## config.mk

```make
export PLATFORM = sky130hd
export DESIGN_NAME = ddcr_top
export DESIGN_NICKNAME = d
export VERILOG_FILES = /design/src/ddcr_pkg.sv /design/src/ddcr_chk.sv /design/src/ddcr_sif.sv /design/src/ddcr_top.sv
export SDC_FILE = /design/constraint.sdc
export NUM_CORES = 1
export LEC_CHECK = 0
export BUFFER_PORTS_ARGS = -buffer_cell sky130_fd_sc_hd__buf_2
export CORE_MARGIN = 5
export CORE_UTILIZATION = 55
export CTS_CLUSTER_SIZE = 28
export DETAILED_ROUTE_END_ITERATION = 10
export GPL_TIMING_DRIVEN = 0
export PLACE_DENSITY_LB_ADDON = 0.1
export SYNTH_ARGS = -nofsm -noshare
export SYNTH_HDL_FRONTEND = slang
export SYNTH_SLANG_ARGS = --single-unit
```

## constraint.sdc

```tcl
create_clock -name ref_clk -period 6.6 [get_ports ref_clk]
set_input_delay 0.33 -clock ref_clk [delete_from_list [all_inputs] [get_ports ref_clk]]
set_output_delay 0.33 -clock ref_clk [all_outputs]
set_load 0.02 [all_outputs]
```

## src/ddcr_pkg.sv

```systemverilog
// Constants of the dual converter configuration register slice
// What this block does
// - The alarm suppression register has one bit per alarm source, a set bit hides that alarm, and it resets to all ones.
// - Bits 15 and 14 hide the zero-check alarms of channels A and B, and bit 13 hides the channel A pointer collision.
// - Bits 4 and 3 hide the input-check mismatch alarms of channels A and B.
// - Bit 5 gates only the force-off of the converter outputs and never touches the alarm pin.
// - While the clock loss flag is high and suppression bit 5 is clear, every converter-bound sample is mid-code.
// - Each channel's input-check alarm fires when received data differs from the eight-word check sequence.
// - The channel A offset sits in bits 12:0, is added to channel A samples in converter steps, and resets to zero.
// - The three-bit read pointer start in bits 15:13 is where the read index loads on a sync, and resets to 100.
// - The channel B offset is applied in converter steps, and any write to its register makes an offset sync pulse.
// - The four-bit full-scale field in bits 15:12 picks one of 16 equal current steps and resets to all ones.
// - Bit 11 of the scale and power register sleeps the fuse bank and bit 8 the temperature sensor, both reset low.
// - Bit 7 enables the conversion clock receiver and resets to one.
// - Bit 6 sleeps converter channel A and bit 5 channel B, both reset low.
// - Check words 0 and 1 are 14 bits in bits 13:0, belong to an eight-word sequence, and reset to fixed values.
package ddcr_pkg;
   localparam int ADDR_W     = 7;
   localparam int DATA_W     = 16;
   localparam int FRAME_BITS = 24;
   localparam int CHK_W      = 14;
   localparam int OFF_W      = 13;

   // Register offsets
   localparam logic [6:0] OFS_ALARM_SUPPRESS = 7'h07;
   localparam logic [6:0] OFS_CHAN_A_OFFSET  = 7'h08;
   localparam logic [6:0] OFS_PTR_CHAN_B_OFS = 7'h09;
   localparam logic [6:0] OFS_SCALE_POWER    = 7'h0A;
   localparam logic [6:0] OFS_RSVD_DEFAULTS  = 7'h0B;
   localparam logic [6:0] OFS_CHECK_WORD0    = 7'h0C;
   localparam logic [6:0] OFS_CHECK_WORD1    = 7'h0D;

   // Values after reset
   localparam logic [15:0] RST_ALARM_SUPPRESS = 16'hFFFF;
   localparam logic [15:0] RST_CHAN_A_OFFSET  = 16'h4000;
   localparam logic [15:0] RST_PTR_CHAN_B_OFS = 16'h8000;
   localparam logic [15:0] RST_SCALE_POWER    = 16'hF080;
   localparam logic [15:0] RST_RSVD_DEFAULTS  = 16'h1111;
   localparam logic [15:0] RST_CHECK_WORD0    = 16'h3A7A;
   localparam logic [15:0] RST_CHECK_WORD1    = 16'h36B6;

   // Field positions
   localparam int SUP_ZERO_A   = 15;
   localparam int SUP_ZERO_B   = 14;
   localparam int SUP_COLL_A   = 13;
   localparam int SUP_FORCE    = 5;
   localparam int SUP_CHK_A    = 4;
   localparam int SUP_CHK_B    = 3;
   localparam int PTR_LSB      = 13;
   localparam int COARSE_LSB   = 12;
   localparam int FUSE_SLEEP   = 11;
   localparam int TSENSE_SLEEP = 8;
   localparam int CLKRECV_EN   = 7;
   localparam int SLEEP_A      = 6;
   localparam int SLEEP_B      = 5;

   // Masks of the stored bits; others read as zero except bit 14 of the A offset; ALARM_SOURCES marks the alarm bits
   localparam logic [15:0] MASK_OFFSET      = 16'h1FFF;
   localparam logic [15:0] MASK_SCALE_POWER = 16'hF9E0;
   localparam logic [15:0] MASK_CHECK       = 16'h3FFF;
   localparam logic [15:0] ALARM_SOURCES    = 16'hFFD8;

   localparam logic [15:0] MID_CODE = 16'h8000;

   // Check words 0 to 7 as they stand after reset; 2 to 7 are fixed here
   localparam logic [13:0] CHK_WORD_RST [0:7] = '{14'h3A7A, 14'h36B6, 14'h2AEA, 14'h0545,
                                                  14'h1A1A, 14'h1616, 14'h2AAA, 14'h06C6};
endpackage

```

## src/ddcr_chk.sv

```systemverilog
// Input check of one channel against the eight-word sequence
`timescale 1ns/1ps
`default_nettype none
module ddcr_chk import ddcr_pkg::*; #(
   parameter int W = CHK_W
) (
   // Clock and reset
   input  wire logic         clk,
   input  wire logic         rstN,
   // Received data
   input  wire logic         en,
   input  wire logic         frame,
   input  wire logic [W-1:0] data,
   // Programmed words
   input  wire logic [W-1:0] word0,
   input  wire logic [W-1:0] word1,
   output logic              mismatch
);
   logic         frameD_q;
   logic [2:0]   idx_q;
   logic [2:0]   idx;
   logic [W-1:0] expWord;
   logic         frameRise;

   if (W != CHK_W) begin : g_bad_width
      $error("check word width must match the package");
   end

   assign frameRise = frame & ~frameD_q;
   // Word 0 belongs to the cycle of the frame edge
   assign idx = frameRise ? 3'd0 : idx_q;

   always_comb begin
      unique case (idx)
         3'd0:    expWord = word0;
         3'd1:    expWord = word1;
         default: expWord = CHK_WORD_RST[idx];
      endcase
   end

   always_ff @(posedge clk or negedge rstN) begin
      if (!rstN) begin
         frameD_q <= 1'b0;
         idx_q    <= '0;
         mismatch <= 1'b0;
      end else begin
         frameD_q <= frame;
         idx_q    <= idx + 3'd1;
         mismatch <= en && data != expWord;
      end
   end
endmodule // ddcr_chk
`default_nettype wire

```

## src/ddcr_sif.sv

```systemverilog
// Serial programming slave: 24-bit frames, oversampled on the system clock
`timescale 1ns/1ps
`default_nettype none
module ddcr_sif import ddcr_pkg::*; (
   // Clock and reset
   input  wire logic              clk,
   input  wire logic              rstN,
   // Synchronised serial pins
   input  wire logic              sclk,
   input  wire logic              enableN,
   input  wire logic              sdi,
   output logic                   sdo,
   output logic                   sdoEnN,
   // Register side
   input  wire logic [15:0]       rdData,
   output logic [ADDR_W-1:0]      addr,
   output logic [15:0]            wrData,
   output logic                   wrStb
);
   logic        sclkD_q;
   logic [4:0]  cnt_q;
   logic [22:0] sh_q;
   logic        rd_q;
   logic        ld_q;
   logic [15:0] rdSh_q;
   logic        rise;
   logic        fall;

   assign rise = sclk & ~sclkD_q & ~enableN;
   assign fall = ~sclk & sclkD_q & ~enableN;

   always_ff @(posedge clk or negedge rstN) begin
      if (!rstN) sclkD_q <= 1'b0;
      else sclkD_q <= sclk;
   end

   // Bit count and shift register of the frame
   always_ff @(posedge clk or negedge rstN) begin
      if (!rstN) begin
         cnt_q <= '0;
         sh_q  <= '0;
      end else if (enableN) begin
         cnt_q <= '0;
      end else if (rise && cnt_q != 5'(FRAME_BITS)) begin
         cnt_q <= cnt_q + 5'd1;
         sh_q  <= {sh_q[21:0], sdi};
      end
   end

   // Instruction byte: read flag then address
   always_ff @(posedge clk or negedge rstN) begin
      if (!rstN) begin
         addr <= '0;
         rd_q <= 1'b0;
         ld_q <= 1'b0;
      end else begin
         ld_q <= 1'b0;
         if (enableN) begin
            rd_q <= 1'b0;
         end else if (rise && cnt_q == 5'd7) begin
            addr <= {sh_q[5:0], sdi};
            rd_q <= sh_q[6];
            ld_q <= sh_q[6];
         end
      end
   end

   // Write strobe on the last rising edge
   always_ff @(posedge clk or negedge rstN) begin
      if (!rstN) begin
         wrData <= '0;
         wrStb  <= 1'b0;
      end else begin
         wrStb <= rise && cnt_q == 5'(FRAME_BITS - 1) && !rd_q;
         if (rise && cnt_q == 5'(FRAME_BITS - 1)) wrData <= {sh_q[14:0], sdi};
      end
   end

   // Read data leaves on falling edges, MSB first
   always_ff @(posedge clk or negedge rstN) begin
      if (!rstN) begin
         rdSh_q <= '0;
         sdo    <= 1'b0;
      end else if (ld_q) begin
         rdSh_q <= rdData;
      end else if (fall && rd_q && cnt_q >= 5'd8 && cnt_q < 5'(FRAME_BITS)) begin
         sdo    <= rdSh_q[15];
         rdSh_q <= {rdSh_q[14:0], 1'b0};
      end
   end

   assign sdoEnN = ~(rd_q && !enableN && cnt_q >= 5'd8);
endmodule // ddcr_sif
`default_nettype wire

```

## src/ddcr_top.sv

```systemverilog
// Configuration registers 0x07 to 0x0D of the dual converter with their side effects
`timescale 1ns/1ps
`default_nettype none
module ddcr_top import ddcr_pkg::*; #(
   parameter int SAMPLE_W = 16
) (
   // Clock and reset
   input  wire logic                ref_clk,
   input  wire logic                nrst,
   // Serial programming pins
   input  wire logic                sclkPin,
   input  wire logic                sdenbNPin,
   input  wire logic                sdioIn,
   output logic                     sdioOut,
   output logic                     sdioOeN,
   // Alarm sources and clock loss flag
   input  wire logic [15:0]         alarmRaw,
   input  wire logic                clockLossFlag,
   output logic                     alarmPin,
   // Sample path
   input  wire logic [SAMPLE_W-1:0] sampleA,
   input  wire logic [SAMPLE_W-1:0] sampleB,
   output logic [SAMPLE_W-1:0]      convA,
   output logic [SAMPLE_W-1:0]      convB,
   // Input check
   input  wire logic                ioCheckEn,
   input  wire logic                frameAlign,
   // Read pointer start and offset sync
   output logic [2:0]               readPtrStart,
   output logic                     offsetSync,
   // Scale and power controls
   output logic [3:0]               coarseScale,
   output logic                     fuseSleep,
   output logic                     tsenseSleep,
   output logic                     clkRecvEn,
   output logic                     sleepA,
   output logic                     sleepB
);
   if (SAMPLE_W != DATA_W) begin : g_bad_sample
      $error("sample path is built for 16-bit offset-binary codes");
   end

   //------------------------------------------------------------
   // Reset release and pin synchronisers
   //------------------------------------------------------------
   logic       rstS1_q;
   logic       rstN;
   logic [2:0] pinS1_q;
   logic [2:0] pinS2_q;

   always_ff @(posedge ref_clk or negedge nrst) begin
      if (!nrst) begin
         rstS1_q <= 1'b0;
         rstN    <= 1'b0;
      end else begin
         rstS1_q <= 1'b1;
         rstN    <= rstS1_q;
      end
   end

   // Enable idles high so a reset does not open a frame
   always_ff @(posedge ref_clk or negedge rstN) begin
      if (!rstN) begin
         pinS1_q <= 3'b010;
         pinS2_q <= 3'b010;
      end else begin
         pinS1_q <= {sclkPin, sdenbNPin, sdioIn};
         pinS2_q <= pinS1_q;
      end
   end

   //------------------------------------------------------------
   // Serial slave
   //------------------------------------------------------------
   logic [ADDR_W-1:0] addr;
   logic [15:0]       wrData;
   logic              wrStb;
   logic [15:0]       rdData;

   ddcr_sif u_sif (
      .clk     (ref_clk),
      .rstN    (rstN),
      .sclk    (pinS2_q[2]),
      .enableN (pinS2_q[1]),
      .sdi     (pinS2_q[0]),
      .sdo     (sdioOut),
      .sdoEnN  (sdioOeN),
      .rdData  (rdData),
      .addr    (addr),
      .wrData  (wrData),
      .wrStb   (wrStb)
   );

   //------------------------------------------------------------
   // Registers
   //------------------------------------------------------------
   logic [15:0] alarmSup_q;
   logic [15:0] offA_q;
   logic [15:0] ptrOffB_q;
   logic [15:0] scalePwr_q;
   logic [15:0] rsvd_q;
   logic [15:0] chkWord0_q;
   logic [15:0] chkWord1_q;

   function automatic logic hit(input logic [ADDR_W-1:0] a, input logic [6:0] ofs);
      return a == ofs;
   endfunction

   always_ff @(posedge ref_clk or negedge rstN) begin
      if (!rstN) alarmSup_q <= RST_ALARM_SUPPRESS;
      else if (wrStb && hit(addr, OFS_ALARM_SUPPRESS)) alarmSup_q <= wrData;
   end

   always_ff @(posedge ref_clk or negedge rstN) begin
      if (!rstN) offA_q <= RST_CHAN_A_OFFSET & MASK_OFFSET;
      else if (wrStb && hit(addr, OFS_CHAN_A_OFFSET)) offA_q <= wrData & MASK_OFFSET;
   end

   always_ff @(posedge ref_clk or negedge rstN) begin
      if (!rstN) ptrOffB_q <= RST_PTR_CHAN_B_OFS;
      else if (wrStb && hit(addr, OFS_PTR_CHAN_B_OFS)) ptrOffB_q <= wrData;
   end

   always_ff @(posedge ref_clk or negedge rstN) begin
      if (!rstN) scalePwr_q <= RST_SCALE_POWER;
      else if (wrStb && hit(addr, OFS_SCALE_POWER)) scalePwr_q <= wrData & MASK_SCALE_POWER;
   end

   always_ff @(posedge ref_clk or negedge rstN) begin
      if (!rstN) rsvd_q <= RST_RSVD_DEFAULTS;
      else if (wrStb && hit(addr, OFS_RSVD_DEFAULTS)) rsvd_q <= wrData;
   end

   always_ff @(posedge ref_clk or negedge rstN) begin
      if (!rstN) begin
         chkWord0_q <= RST_CHECK_WORD0;
         chkWord1_q <= RST_CHECK_WORD1;
      end else if (wrStb && hit(addr, OFS_CHECK_WORD0)) begin
         chkWord0_q <= wrData & MASK_CHECK;
      end else if (wrStb && hit(addr, OFS_CHECK_WORD1)) begin
         chkWord1_q <= wrData & MASK_CHECK;
      end
   end

   // Reserved top of channel A offset reads as its fixed default; unmapped reads zero
   always_comb begin
      unique case (addr)
         OFS_ALARM_SUPPRESS: rdData = alarmSup_q;
         OFS_CHAN_A_OFFSET:  rdData = offA_q | (RST_CHAN_A_OFFSET & ~MASK_OFFSET);
         OFS_PTR_CHAN_B_OFS: rdData = ptrOffB_q;
         OFS_SCALE_POWER:    rdData = scalePwr_q;
         OFS_RSVD_DEFAULTS:  rdData = rsvd_q;
         OFS_CHECK_WORD0:    rdData = chkWord0_q;
         OFS_CHECK_WORD1:    rdData = chkWord1_q;
         default:            rdData = 16'h0000;
      endcase
   end

   //------------------------------------------------------------
   // Control outputs
   //------------------------------------------------------------
   assign readPtrStart = ptrOffB_q[PTR_LSB +: 3];
   assign coarseScale  = scalePwr_q[COARSE_LSB +: 4];
   assign fuseSleep    = scalePwr_q[FUSE_SLEEP];
   assign tsenseSleep  = scalePwr_q[TSENSE_SLEEP];
   assign clkRecvEn    = scalePwr_q[CLKRECV_EN];
   assign sleepA       = scalePwr_q[SLEEP_A];
   // Single-channel use leaves this to the host
   assign sleepB       = scalePwr_q[SLEEP_B];

   // Any write to the pointer and channel B register syncs the offset unit
   always_ff @(posedge ref_clk or negedge rstN) begin
      if (!rstN) offsetSync <= 1'b0;
      else offsetSync <= wrStb && hit(addr, OFS_PTR_CHAN_B_OFS);
   end

   //------------------------------------------------------------
   // Offset correction and input check, per channel
   //------------------------------------------------------------
   logic [OFF_W-1:0]    actOff_q [2];
   logic [SAMPLE_W-1:0] smp [2];
   logic [SAMPLE_W-1:0] conv_q [2];
   logic [OFF_W-1:0]    newOff [2];
   logic [1:0]          mismatch;
   logic                forceMid;

   assign smp[0]    = sampleA;
   assign smp[1]    = sampleB;
   assign newOff[0] = offA_q[OFF_W-1:0];
   assign newOff[1] = ptrOffB_q[OFF_W-1:0];
   assign convA     = conv_q[0];
   assign convB     = conv_q[1];

   // Bit 5 masks only the force-off, not the alarm pin
   assign forceMid = clockLossFlag && !alarmSup_q[SUP_FORCE];

   for (genvar c = 0; c < 2; c++) begin : g_chan
      logic signed [17:0] sum;

      // Both offsets take effect together on the sync, so A can be staged first
      always_ff @(posedge ref_clk or negedge rstN) begin
         if (!rstN) actOff_q[c] <= '0;
         else if (offsetSync) actOff_q[c] <= newOff[c];
      end

      assign sum = $signed({2'b00, smp[c]}) + $signed({{5{actOff_q[c][OFF_W-1]}}, actOff_q[c]});

      // Saturate rather than wrap so a large offset cannot fold the waveform
      always_ff @(posedge ref_clk or negedge rstN) begin
         if (!rstN) conv_q[c] <= MID_CODE;
         else if (forceMid) conv_q[c] <= MID_CODE;
         else if (sum[17]) conv_q[c] <= 16'h0000;
         else if (sum[16]) conv_q[c] <= 16'hFFFF;
         else conv_q[c] <= sum[15:0];
      end

      ddcr_chk u_chk (
         .clk      (ref_clk),
         .rstN     (rstN),
         .en       (ioCheckEn),
         .frame    (frameAlign),
         .data     (smp[c][SAMPLE_W-1 -: CHK_W]),
         .word0    (chkWord0_q[CHK_W-1:0]),
         .word1    (chkWord1_q[CHK_W-1:0]),
         .mismatch (mismatch[c])
      );
   end

   //------------------------------------------------------------
   // Alarm pin
   //------------------------------------------------------------
   logic [15:0] alarmSrc;

   assign alarmSrc = {alarmRaw[15:5], mismatch[0], mismatch[1], alarmRaw[2:0]} & ALARM_SOURCES;

   always_ff @(posedge ref_clk or negedge rstN) begin
      if (!rstN) alarmPin <= 1'b0;
      else alarmPin <= |(alarmSrc & ~alarmSup_q);
   end
endmodule // ddcr_top
`default_nettype wire
```

==> flow_summary.json, run 1 <==
{
  "setup_tns_ns": 0,
  "grt.overflow.total": 0,
  "clkTransAtPathRegs_ns": 0.06,
  "die_y_microns": 160.5,
  "min_path_type": "in2reg",
  "fill_cells": 1814,
  "critPathCaptureType": "flip-flop",
  "cts_buffers": 27,
  "grt_pass1_vias": 9098,
  "period_minus_slack_ns": 3.456,
  "die_w_microns": 160.5,
  "rows": 55,
  "finalMaxSlewViolations": 0,
  "port_buffers": 97,
  "grt_pass1_wl_mm": 50.65,
  "synth_edf_count": 0,
  "cts_resized": 0,
  "initial_core_util_pct": 55.38,
  "path_cells": "dlygate4sd3_1 > buf_2 > nand2b_1 > clkbuf_1 > nand2_1 > ha_1 > a21boi_1 > clkbuf_1 > a221oi_1 > xnor2_1 > nor4_1 > nand4_1 > o31a_1",
  "max_slew_margin_pct": 49.52,
  "core_area_sq_um": 22500,
  "crit_fanout": 10,
  "avgSynthCellArea_sq_um": 11.48,
  "drc": 0,
  "nets": 1320,
  "fin_worst_hold_slack_ns": 0.02900,
  "tightest_slew_ns": 0.7531,
  "p_per_area_nw_per_um2": 244.7,
  "yosysSeqAreaShare_pct": 48.47,
  "clock_sinks": 239,
  "syn2layout_area_growth_pct": 15.09,
  "leakagePower_nw": 6.879,
  "fin_area_sq_um": 14340,
  "timing.final.crit_share_pct": 52.37,
  "post_drt_wl_per_cell_microns": 20.92,
  "finalSetupViolCount": 0,
  "path_common_cell": "clkbuf_1",
  "cap_violations": 0,
  "hold_depth": 3,
  "clk_latency_ns": 0.55,
  "ys_ff_latch": 239,
  "startpoint_type": "primary input",
  "rsz0062_at_grt": "no",
  "layout_commonest_cell": "dfrtp_1",
  "cp_slowest_cell": "dlygate4sd3_1",
  "ioPinCount": 104,
  "r2r-start": "g_chan[1].u_chk.frameD_q$_DFF_PN0_",
  "post_cts_buffers": 0,
  "synthCells": 1086,
  "yosys_warnings": 0,
  "place_area_sq_um": 13390,
  "ant_nets": 0,
  "vdd_drop_max_mv": 0.2173,
  "cp_num_buf_inv": 4,
  "fp.dieArea_sq_um": 25770,
  "cts_tree": "done",
  "r2r_cells": 11,
  "dr.pass1.iters": 5,
  "syn_area_sq_um": 12460,
  "slowest_delay_ns": 0.53,
  "antenna_found_initial": 0,
  "clock_path_buffers": 3,
  "fmax_ghz": 0.2893,
  "skew_ns": 0.007730,
  "dr.first_iter.drc_count": 560,
  "synth_fp_nets": 1186,
  "ff2ff_setup_slack_ns": 3.21,
  "cp.depth": 13,
  "vias_per_cell": 5.955,
  "final_layout_size_suffix_gt1_share_pct": 31.59,
  "crit_family": "buffers and inverters",
  "wirelength_mm": 31.92,
  "hold_viol": 0,
  "arrival_ns": 3.85,
  "status": "finished clean",
  "gp_congestion": 0.9406,
  "crit_start": "frameAlign",
  "diodes": 0,
  "path_class": "in2reg",
  "endpoint": "g_chan[1].u_chk.mismatch$_DFF_PN0_",
  "hpwlAfterDp_mm": 23.64,
  "grtUsageTotal_pct": 24.59,
  "synthFlopType": "dfrtp_1",
  "final_core_util_pct": 63.74,
  "most-common-layout-cells": "190 x dfrtp_1, 131 x mux2_2, 112 x buf_2",
  "async_flop_share_pct": 100.0,
  "vias": 9087,
  "ys_types": 79,
  "cts_root_buf": "clkbuf_16",
  "grt_max_degree": 73,
  "worst_ep_required_time_ns": 6.99,
  "cts_htree_levels": 1,
  "reg2reg_to": "g_chan[1].u_chk.mismatch$_DFF_PN0_"
}
cell families (layout without fill, tap and decap cells):
group / count (synthesis) / after routing / synth area share [%]
fa+ha+maj: 44 / 44 / 4.538
compound gates: 242 / 242 / 13.07
flops: 239 / 239 / 48.47
other cells: 1 / 1 / 0.03009
buf+inv: 95 / 250 / 3.554
mux: 182 / 182 / 16.74
simple gates: 224 / 224 / 9.388
xor+xnor: 59 / 59 / 4.207
report_power, final:
group | switching (mW) | internal, mW | total [mW] | leakage, nW
logic | 0.286 | 0.183 | 0.469 | 3.35
registers | 0.0325 | 1.51 | 1.54 | 3.08
clock network | 0.597 | 0.902 | 1.50 | 0.446
worst min-delay path, stage by stage:
cell      delay (ns)
buf_2           0.07
a221oi_1        0.06
nand3_1         0.08
repair_timing:
| item | 4_1_cts | 5_1_grt |
|---|---|---|
| setup endpoints to repair | 0 | 0 |
| endpoints found under the hold margin | 6 | 0 |
| hold buffers | 5 | 0 |
area by class of cell:
cell class,instances,area [sq um],area share (%)
plain buffers,56,296.5,2.068
clock buffers,40,784.5,5.470
clock inverters,10,117.6,0.8200
inverters,39,146.4,1.021
multi-input cells,752,5978,41.68
flip-flops and latches,239,6045,42.14
well taps,285,356.6,2.486
repair buffers,105,618.1,4.310
cell usage after synthesis, types with 29 or more instances:
cell	count	share of area [%]
a221oi_1	34	2.4
ha_1	42	4.2
mux2i_1	31	2.5
a21oi_1	66	2.7
nand2_1	84	2.5
mux2_2	131	12
o21ai_0	34	1.4
nor2_1	34	1.0
dfrtp_1	191	38
xnor2_1	29	2.0
inv_1	38	1.1
dfstp_2	48	10
xor2_1	29	2.0
metrics by stage:
| step | power [mW] | setup WS [ns] | cells |
|---|---|---|---|
| CTS | 3.540 | 3.239 | 1526 |
| finish | 3.509 | 3.144 | 1526 |
| detailed placement | 2.028 | 3.213 | 1471 |
| floorplan | 1.901 | 2.720 | 1086 |
| global placement | 2.018 | 1.284 | 1468 |
| global route | 3.667 | 2.894 | 1526 |
registers in the layout (all words and copies together), names as in the netlist, 5 cells and up:
name	cells
u_sif.addr	7
convB	16
convA	16
u_sif.rdSh_q	16
chkWord1_q	14
ptrOffB_q	16
u_sif.wrData	16
actOff_q	26
offA_q	13
scalePwr_q	9
alarmSup_q	16
chkWord0_q	14
u_sif.cnt_q	5
g_chan.u_chk.idx_q	6
u_sif.sh_q	15
rsvd_q	16
worst min-delay path by stage:
stage	start	to	slack [ns]
finish	alarmRaw[13]	alarmPin$_DFF_PN0_	0.03
global route	alarmRaw[13]	alarmPin$_DFF_PN0_	0.04
floorplan	nrst	rstN$_DFF_PN0_	0.03
CTS	alarmRaw[13]	alarmPin$_DFF_PN0_	0.01
global placement	nrst	rstS1_q$_DFF_PN0_	0.12
detailed placement	nrst	rstS1_q$_DFF_PN0_	0.12
per-layer routing:
| metal | up-vias | routed length, microns | part of all wire [%] | track usage [%] |
|---|---|---|---|---|
| li1 | 4251 | - | - | - |
| met1 | 4504 | 14290 | 45 | 33.95 |
| met2 | 258 | 14990 | 47 | 40.14 |
| met3 | 74 | 1490 | 4.7 | 3.798 |
| met4 | 0 | 1155 | 3.6 | 7.978 |
| met5 | - | 0 | 0 | 0 |
No activity file was read; power rests on OpenSTA's default activity.
==> inputs of run 2 (changes only) <==
==> constraint.sdc (replaced) <==
create_clock -name ref_clk -period 3.3 [get_ports ref_clk]
set_input_delay 0.165 -clock ref_clk [delete_from_list [all_inputs] [get_ports ref_clk]]
set_output_delay 0.165 -clock ref_clk [all_outputs]
set_load 0.02 [all_outputs]
==> run 2 against run 1 <==
  * Clock skew up 0.0090 ns
  * Die area stayed put
  * Flip-flop and latch count unchanged
  * Non-clock buffer count rose by 7
  * Cell area rose by 0.91%
  * Clock power increased by 110%
  * Core utilization up 0.58 points
  * Sequential power up 100%
  * Count of clock-buffer cells in the layout up 5
==> flow_summary.json, run 2 (synthesis gave the netlist of run 1 again) <==
{
  "status": "finished clean",
  "r2r-start": "g_chan[1].u_chk.frameD_q$_DFF_PN0_",
  "max_slew_margin_pct": 49.10,
  "clock_sinks": 239,
  "ant_nets": 0,
  "most-common-layout-cells": "190 x dfrtp_1, 131 x mux2_2, 112 x buf_2",
  "finalMaxSlewViolations": 0,
  "grt_max_degree": 70,
  "post_drt_wl_per_cell_microns": 20.95,
  "fill_cells": 1817,
  "rows": 55,
  "final_layout_size_suffix_gt1_share_pct": 31.49,
  "leakagePower_nw": 6.931,
  "syn2layout_area_growth_pct": 16.13,
  "cts_htree_levels": 1,
  "top_register": "actOff_q",
  "cap_violations": 0,
  "antenna_found_initial": 0,
  "fmax_ghz": 0.3210,
  "grt_pass1_vias": 9071,
  "vdd_drop_max_mv": 0.3555,
  "final_core_util_pct": 64.31,
  "initial_core_util_pct": 55.38,
  "holdCritStartpoint": "sampleA[0]",
  "worst_ep_required_time_ns": 3.70,
  "p_per_area_nw_per_um2": 499.2,
  "drc": 0,
  "post_cts_buffers": 0,
  "hpwlAfterDp_mm": 23.14,
  "cts_root_buf": "clkbuf_16",
  "min_path_type": "in2reg",
  "startpoint_type": "flip-flop",
  "port_buffers": 97,
  "dr.first_iter.drc_count": 606,
  "vias": 9114,
  "cts_buffers": 28,
  "slowest_delay_ns": 0.47,
  "crit_start": "g_chan[1].u_chk.frameD_q$_DFF_PN0_",
  "dr.pass1.iters": 5,
  "rsz0062_at_grt": "no",
  "clkTransAtPathRegs_ns": 0.06,
  "nets": 1328,
  "ioPinCount": 104,
  "die_w_microns": 160.5,
  "period_minus_slack_ns": 3.115,
  "gp_congestion": 0.9467,
  "cp_slowest_cell": "o41a_1",
  "fp.dieArea_sq_um": 25770,
  "die_y_microns": 160.5,
  "grt_pass1_wl_mm": 50.70,
  "vias_per_cell": 5.945,
  "path_cells": "nand2b_1 > clkbuf_2 > nand2_1 > ha_1 > clkbuf_1 > nor2b_2 > nor3_1 > a221oi_1 > xor2_1 > nand4_1 > o41a_1",
  "largest_reg_flops": 26,
  "grt.overflow.total": 0,
  "tightest_slew_ns": 0.7593,
  "clock_path_buffers": 3,
  "crit_fanout": 10,
  "grtUsageTotal_pct": 24.58,
  "setup_tns_ns": 0,
  "path_class": "reg2reg",
  "fin_worst_hold_slack_ns": 0.03719,
  "core_area_sq_um": 22500,
  "hold_viol": 0,
  "layout_commonest_cell": "dfrtp_1",
  "clk_latency_ns": 0.54,
  "cts_tree": "done",
  "timing.final.crit_share_pct": 94.40,
  "arrival_ns": 3.52,
  "diodes": 0,
  "wirelength_mm": 32.11,
  "skew_ns": 0.01671,
  "critPathCaptureType": "flip-flop",
  "finalSetupViolCount": 0
}
run 2: cell types whose count changed in the layout (fill, tap and decap cells not counted), moves of 2 or more:
cell           before  now
dlygate4sd3_1       5   12
clkinv_2            6    0
clkbuf_2            3    7
clkbuf_8            6    3
bufinv_16           2    4
clkbuf_1           31   33
clkbuf_16          27   29
nor2b_1            15   13
run 2: final timing paths:
kind                                                      endpoint  slack [ns]  depth (start not counted)
worst max-delay path            g_chan[0].u_chk.mismatch$_DFF_PN0_        0.18                         11
worst min-delay path                            convA[0]$_DFF_PN0_        0.04                          4
worst max register to register  g_chan[0].u_chk.mismatch$_DFF_PN0_        0.18                         11
worst min register to register                pinS2_q[0]$_DFF_PN0_        0.35                          0
max in group asynchronous               chkWord0_q[11]$_DFFE_PN1P_        1.73                          2
min in group asynchronous                    rsvd_q[7]$_DFFE_PN0P_        0.37                          0
run 2: final cells by class:
cell class	count	area [sq um]	area share, %
Tap cell	285	356.6	2.464
Multi-Input combinational cell	752	5991	41.39
Clock inverter	5	128.9	0.8905
Buffer	56	301.5	2.084
Sequential cell	239	6045	41.77
Inverter	39	146.4	1.011
Clock buffer	45	815.8	5.637
Timing Repair Buffer	112	688.2	4.755
run 2: layer usage:
metal  part of all wire, %  global-route usage (%)  vias up
li1                      -                       -     4248
met1                    44                   35.06     4519
met2                    48                   40.25      284
met3                   5.5                   3.310       63
met4                   2.5                   5.905        0
met5                     0                       0        -
run 2: report_power, final:
part	total [mW]	leakage, nW	switching [mW]	internal (mW)
clock	3.18	0.455	1.19	1.99
combinational	0.952	3.39	0.572	0.380
sequential	3.09	3.08	0.0731	3.02
run 2: per-stage QoR:
step	area [sq um]	power (mW)	setup WS, ns	instances
after floorplan	12470	3.802	0.6541	1086
after global placement	13310	4.031	0.01664	1468
after detailed placement	13390	4.051	0.03723	1471
after CTS	14460	7.264	0.01509	1533
after global routing	14470	7.512	0.02005	1533
final	14470	7.225	0.1847	1533
run 2: critical path, delay by kind of cell (launching register included):
kind            cells  cell delay (ns)
compound gates      2             0.84
xor+xnor            1             0.18
fa+ha+maj           1             0.15
buf+inv             2             0.50
flops               1             0.37
simple gates        5             0.93
run 2: timing repair:
item / 4_1_cts / 5_1_grt
setup endpoints to repair: 0 / 2
resized for setup: 0 / 12
endpoints found under the hold margin: 11 / 0
hold buffers: 12 / 0
==> inputs of run 3 (changes only) <==
--- a/config.mk
+++ b/config.mk
@@ -7,10 +7,11 @@
 export LEC_CHECK = 0
 export BUFFER_PORTS_ARGS = -buffer_cell sky130_fd_sc_hd__buf_2
 export CORE_MARGIN = 5
-export CORE_UTILIZATION = 55
+export CORE_UTILIZATION = 40
 export CTS_CLUSTER_SIZE = 28
 export DETAILED_ROUTE_END_ITERATION = 10
 export GPL_TIMING_DRIVEN = 0
+export HOLD_SLACK_MARGIN = 0.02
 export PLACE_DENSITY_LB_ADDON = 0.1
 export SYNTH_ARGS = -nofsm -noshare
 export SYNTH_HDL_FRONTEND = slang
==> run 3 against run 2 <==
  * Cell count rose by 7.5%
  * Cell area grew 0.99%
  * Clock skew is 0.0051 ns lower
  * Critical path type unchanged
==> flow_summary.json, run 3 (synthesis gave the netlist of run 1 again) <==
{
  "status": "finished clean",
  "grt_pass1_vias": 9037,
  "timing.final.crit_share_pct": 94.99,
  "nets": 1329,
  "cp_slowest_cell": "dfrtp_1",
  "critPathCaptureType": "flip-flop",
  "rows": 64,
  "path_cells": "nand2b_1 > clkbuf_2 > nand2_1 > ha_1 > a21boi_1 > clkbuf_2 > a221oi_1 > xnor2_1 > nor4_1 > nand4_1 > o31a_1",
  "post_drt_wl_per_cell_microns": 20.72,
  "antenna_found_initial": 0,
  "met1_length_mm": 16.12,
  "tightest_slew_ns": 0.7772,
  "fmax_ghz": 0.3190,
  "port_buffers": 97,
  "largest_reg_flops": 26,
  "clock_path_buffers": 3,
  "crit_fanout": 10,
  "path_class": "reg2reg",
  "final_layout_size_suffix_gt1_share_pct": 32.05,
  "finalMaxSlewViolations": 0,
  "initial_core_util_pct": 40.63,
  "cp_num_buf_inv": 2,
  "crit_family": "compound AO/OA/AOI/OAI gates",
  "cts_buffers": 28,
  "place_area_sq_um": 13530,
  "fin_area_sq_um": 14620,
  "vdd_drop_max_mv": 0.4134,
  "die_y_microns": 186.5,
  "top_layer": "met4",
  "dr.pass1.iters": 5,
  "arrival_ns": 3.54,
  "syn2layout_area_growth_pct": 17.29,
  "rsz0062_at_grt": "yes",
  "finalSetupViolCount": 0,
  "clk_latency_ns": 0.55,
  "dp_cells": 1582,
  "stdcell_count": 1648,
  "top_register": "actOff_q",
  "hold_viol": 0,
  "die_w_microns": 186.5,
  "drc": 0,
  "cap_violations": 0,
  "grt_max_degree": 69,
  "cts_root_buf": "clkbuf_16",
  "layout_commonest_cell": "dfrtp_1",
  "fp.dieArea_sq_um": 34780,
  "min_path_type": "in2reg",
  "vias": 9067,
  "gp_congestion": 0.9026,
  "grt.overflow.total": 0,
  "wirelength_mm": 34.15,
  "grt_pass1_wl_mm": 53.65,
  "cts_htree_levels": 1,
  "vias_per_cell": 5.502,
  "ant_nets": 0,
  "path_common_cell": "clkbuf_2",
  "ioPinCount": 104,
  "routed-wl-met3_mm": 1.292,
  "leakagePower_nw": 6.936,
  "most-common-layout-cells": "190 x dfrtp_1, 131 x mux2_2, 112 x buf_2",
  "max_slew_margin_pct": 47.96,
  "total_power_mw": 7.177,
  "cts_tree": "done",
  "p_per_area_nw_per_um2": 491.0,
  "core_area_sq_um": 30670,
  "clkTransAtPathRegs_ns": 0.06,
  "wl_met2_mm": 16.07,
  "worst_ep_required_time_ns": 3.70,
  "startpoint_type": "flip-flop",
  "hpwlAfterDp_mm": 25.46,
  "dr.first_iter.drc_count": 490,
  "skew_ns": 0.01163,
  "clock_sinks": 239,
  "grtUsageTotal_pct": 19.21,
  "period_minus_slack_ns": 3.135,
  "slowest_delay_ns": 0.38
}
==> run 3: changes by cell type in the layout (fill, tap and decap cells not counted), sizes merged, moves of 2 or more <==
| cell | change |
|---|---|
| clkbuf | -6 |
| clkinv | +6 |
| clkinvlp | +3 |
| bufinv | -2 |
==> run 3: tightest hold or removal path, stage by stage <==
cell and delay [ns]:
buf_2 0.13, xor2_1 0.07, nand4_1 0.06, o41a_1 0.13
==> run 3: final cells by class <==
cell class	count	area, sq um
clock inverter	13	147.6
sequential	239	6045
tap	396	495.5
fill	2834	16050
inverter	39	146.4
buffer	56	301.5
multi-input combinational	752	5988
clock buffer	39	792.0
timing repair buffer	113	698.2
antenna	1	2.502
==> run 3: through the flow <==
step	utilization, %	worst slack (ns)	TNS, ns	hold slack, ns
after floorplan	-	0.6541	0	-0.1306
after global placement	43.84	-0.08996	-11.22	-0.04987
after detailed placement	44.11	0.005780	0	-0.04614
after CTS	47.61	0.01049	0	0.02941
after global routing	47.65	-0.01552	-0.01552	0.04713
final	47.66	0.1653	0	0.04989
==> run 3: where the power goes <==
group	total (mW)	internal [mW]	switching, mW
clock network	3.12	1.84	1.28
registers	3.09	3.02	0.0748
logic	0.967	0.380	0.587
==> run 3: timing repair <==
item | CTS | global route
endpoints found under the hold margin | 13 | 0
endpoints found under the setup margin | 1 | 2
resized for setup | 1 | 9
setup buffers | 0 | 0
hold buffers | 13 | 0
==> run 3: path summary, 6_finish.rpt <==
check	startpoint	end	slack [ns]	cells past startpoint
max	g_chan[1].u_chk.frameD_q$_DFF_PN0_	g_chan[1].u_chk.mismatch$_DFF_PN0_	0.17	11
min	sampleA[11]	g_chan[0].u_chk.mismatch$_DFF_PN0_	0.05	4
max reg2reg	g_chan[1].u_chk.frameD_q$_DFF_PN0_	g_chan[1].u_chk.mismatch$_DFF_PN0_	0.17	11
min reg2reg	rstS1_q$_DFF_PN0_	rstN$_DFF_PN0_	0.35	0
max in group asynchronous	rstN$_DFF_PN0_	chkWord1_q[7]$_DFFE_PN1P_	1.77	2
min in group asynchronous	rstN$_DFF_PN0_	scalePwr_q[11]$_DFFE_PN0P_	0.40	0
==> run 3: layer usage <==
| layer | vias to the layer above | GRT usage [%] |
|---|---|---|
| li1 | 4269 | - |
| met1 | 4553 | 27.79 |
| met2 | 206 | 31.39 |
| met3 | 39 | 2.504 |
| met4 | 0 | 3.615 |
| met5 | - | 0 |
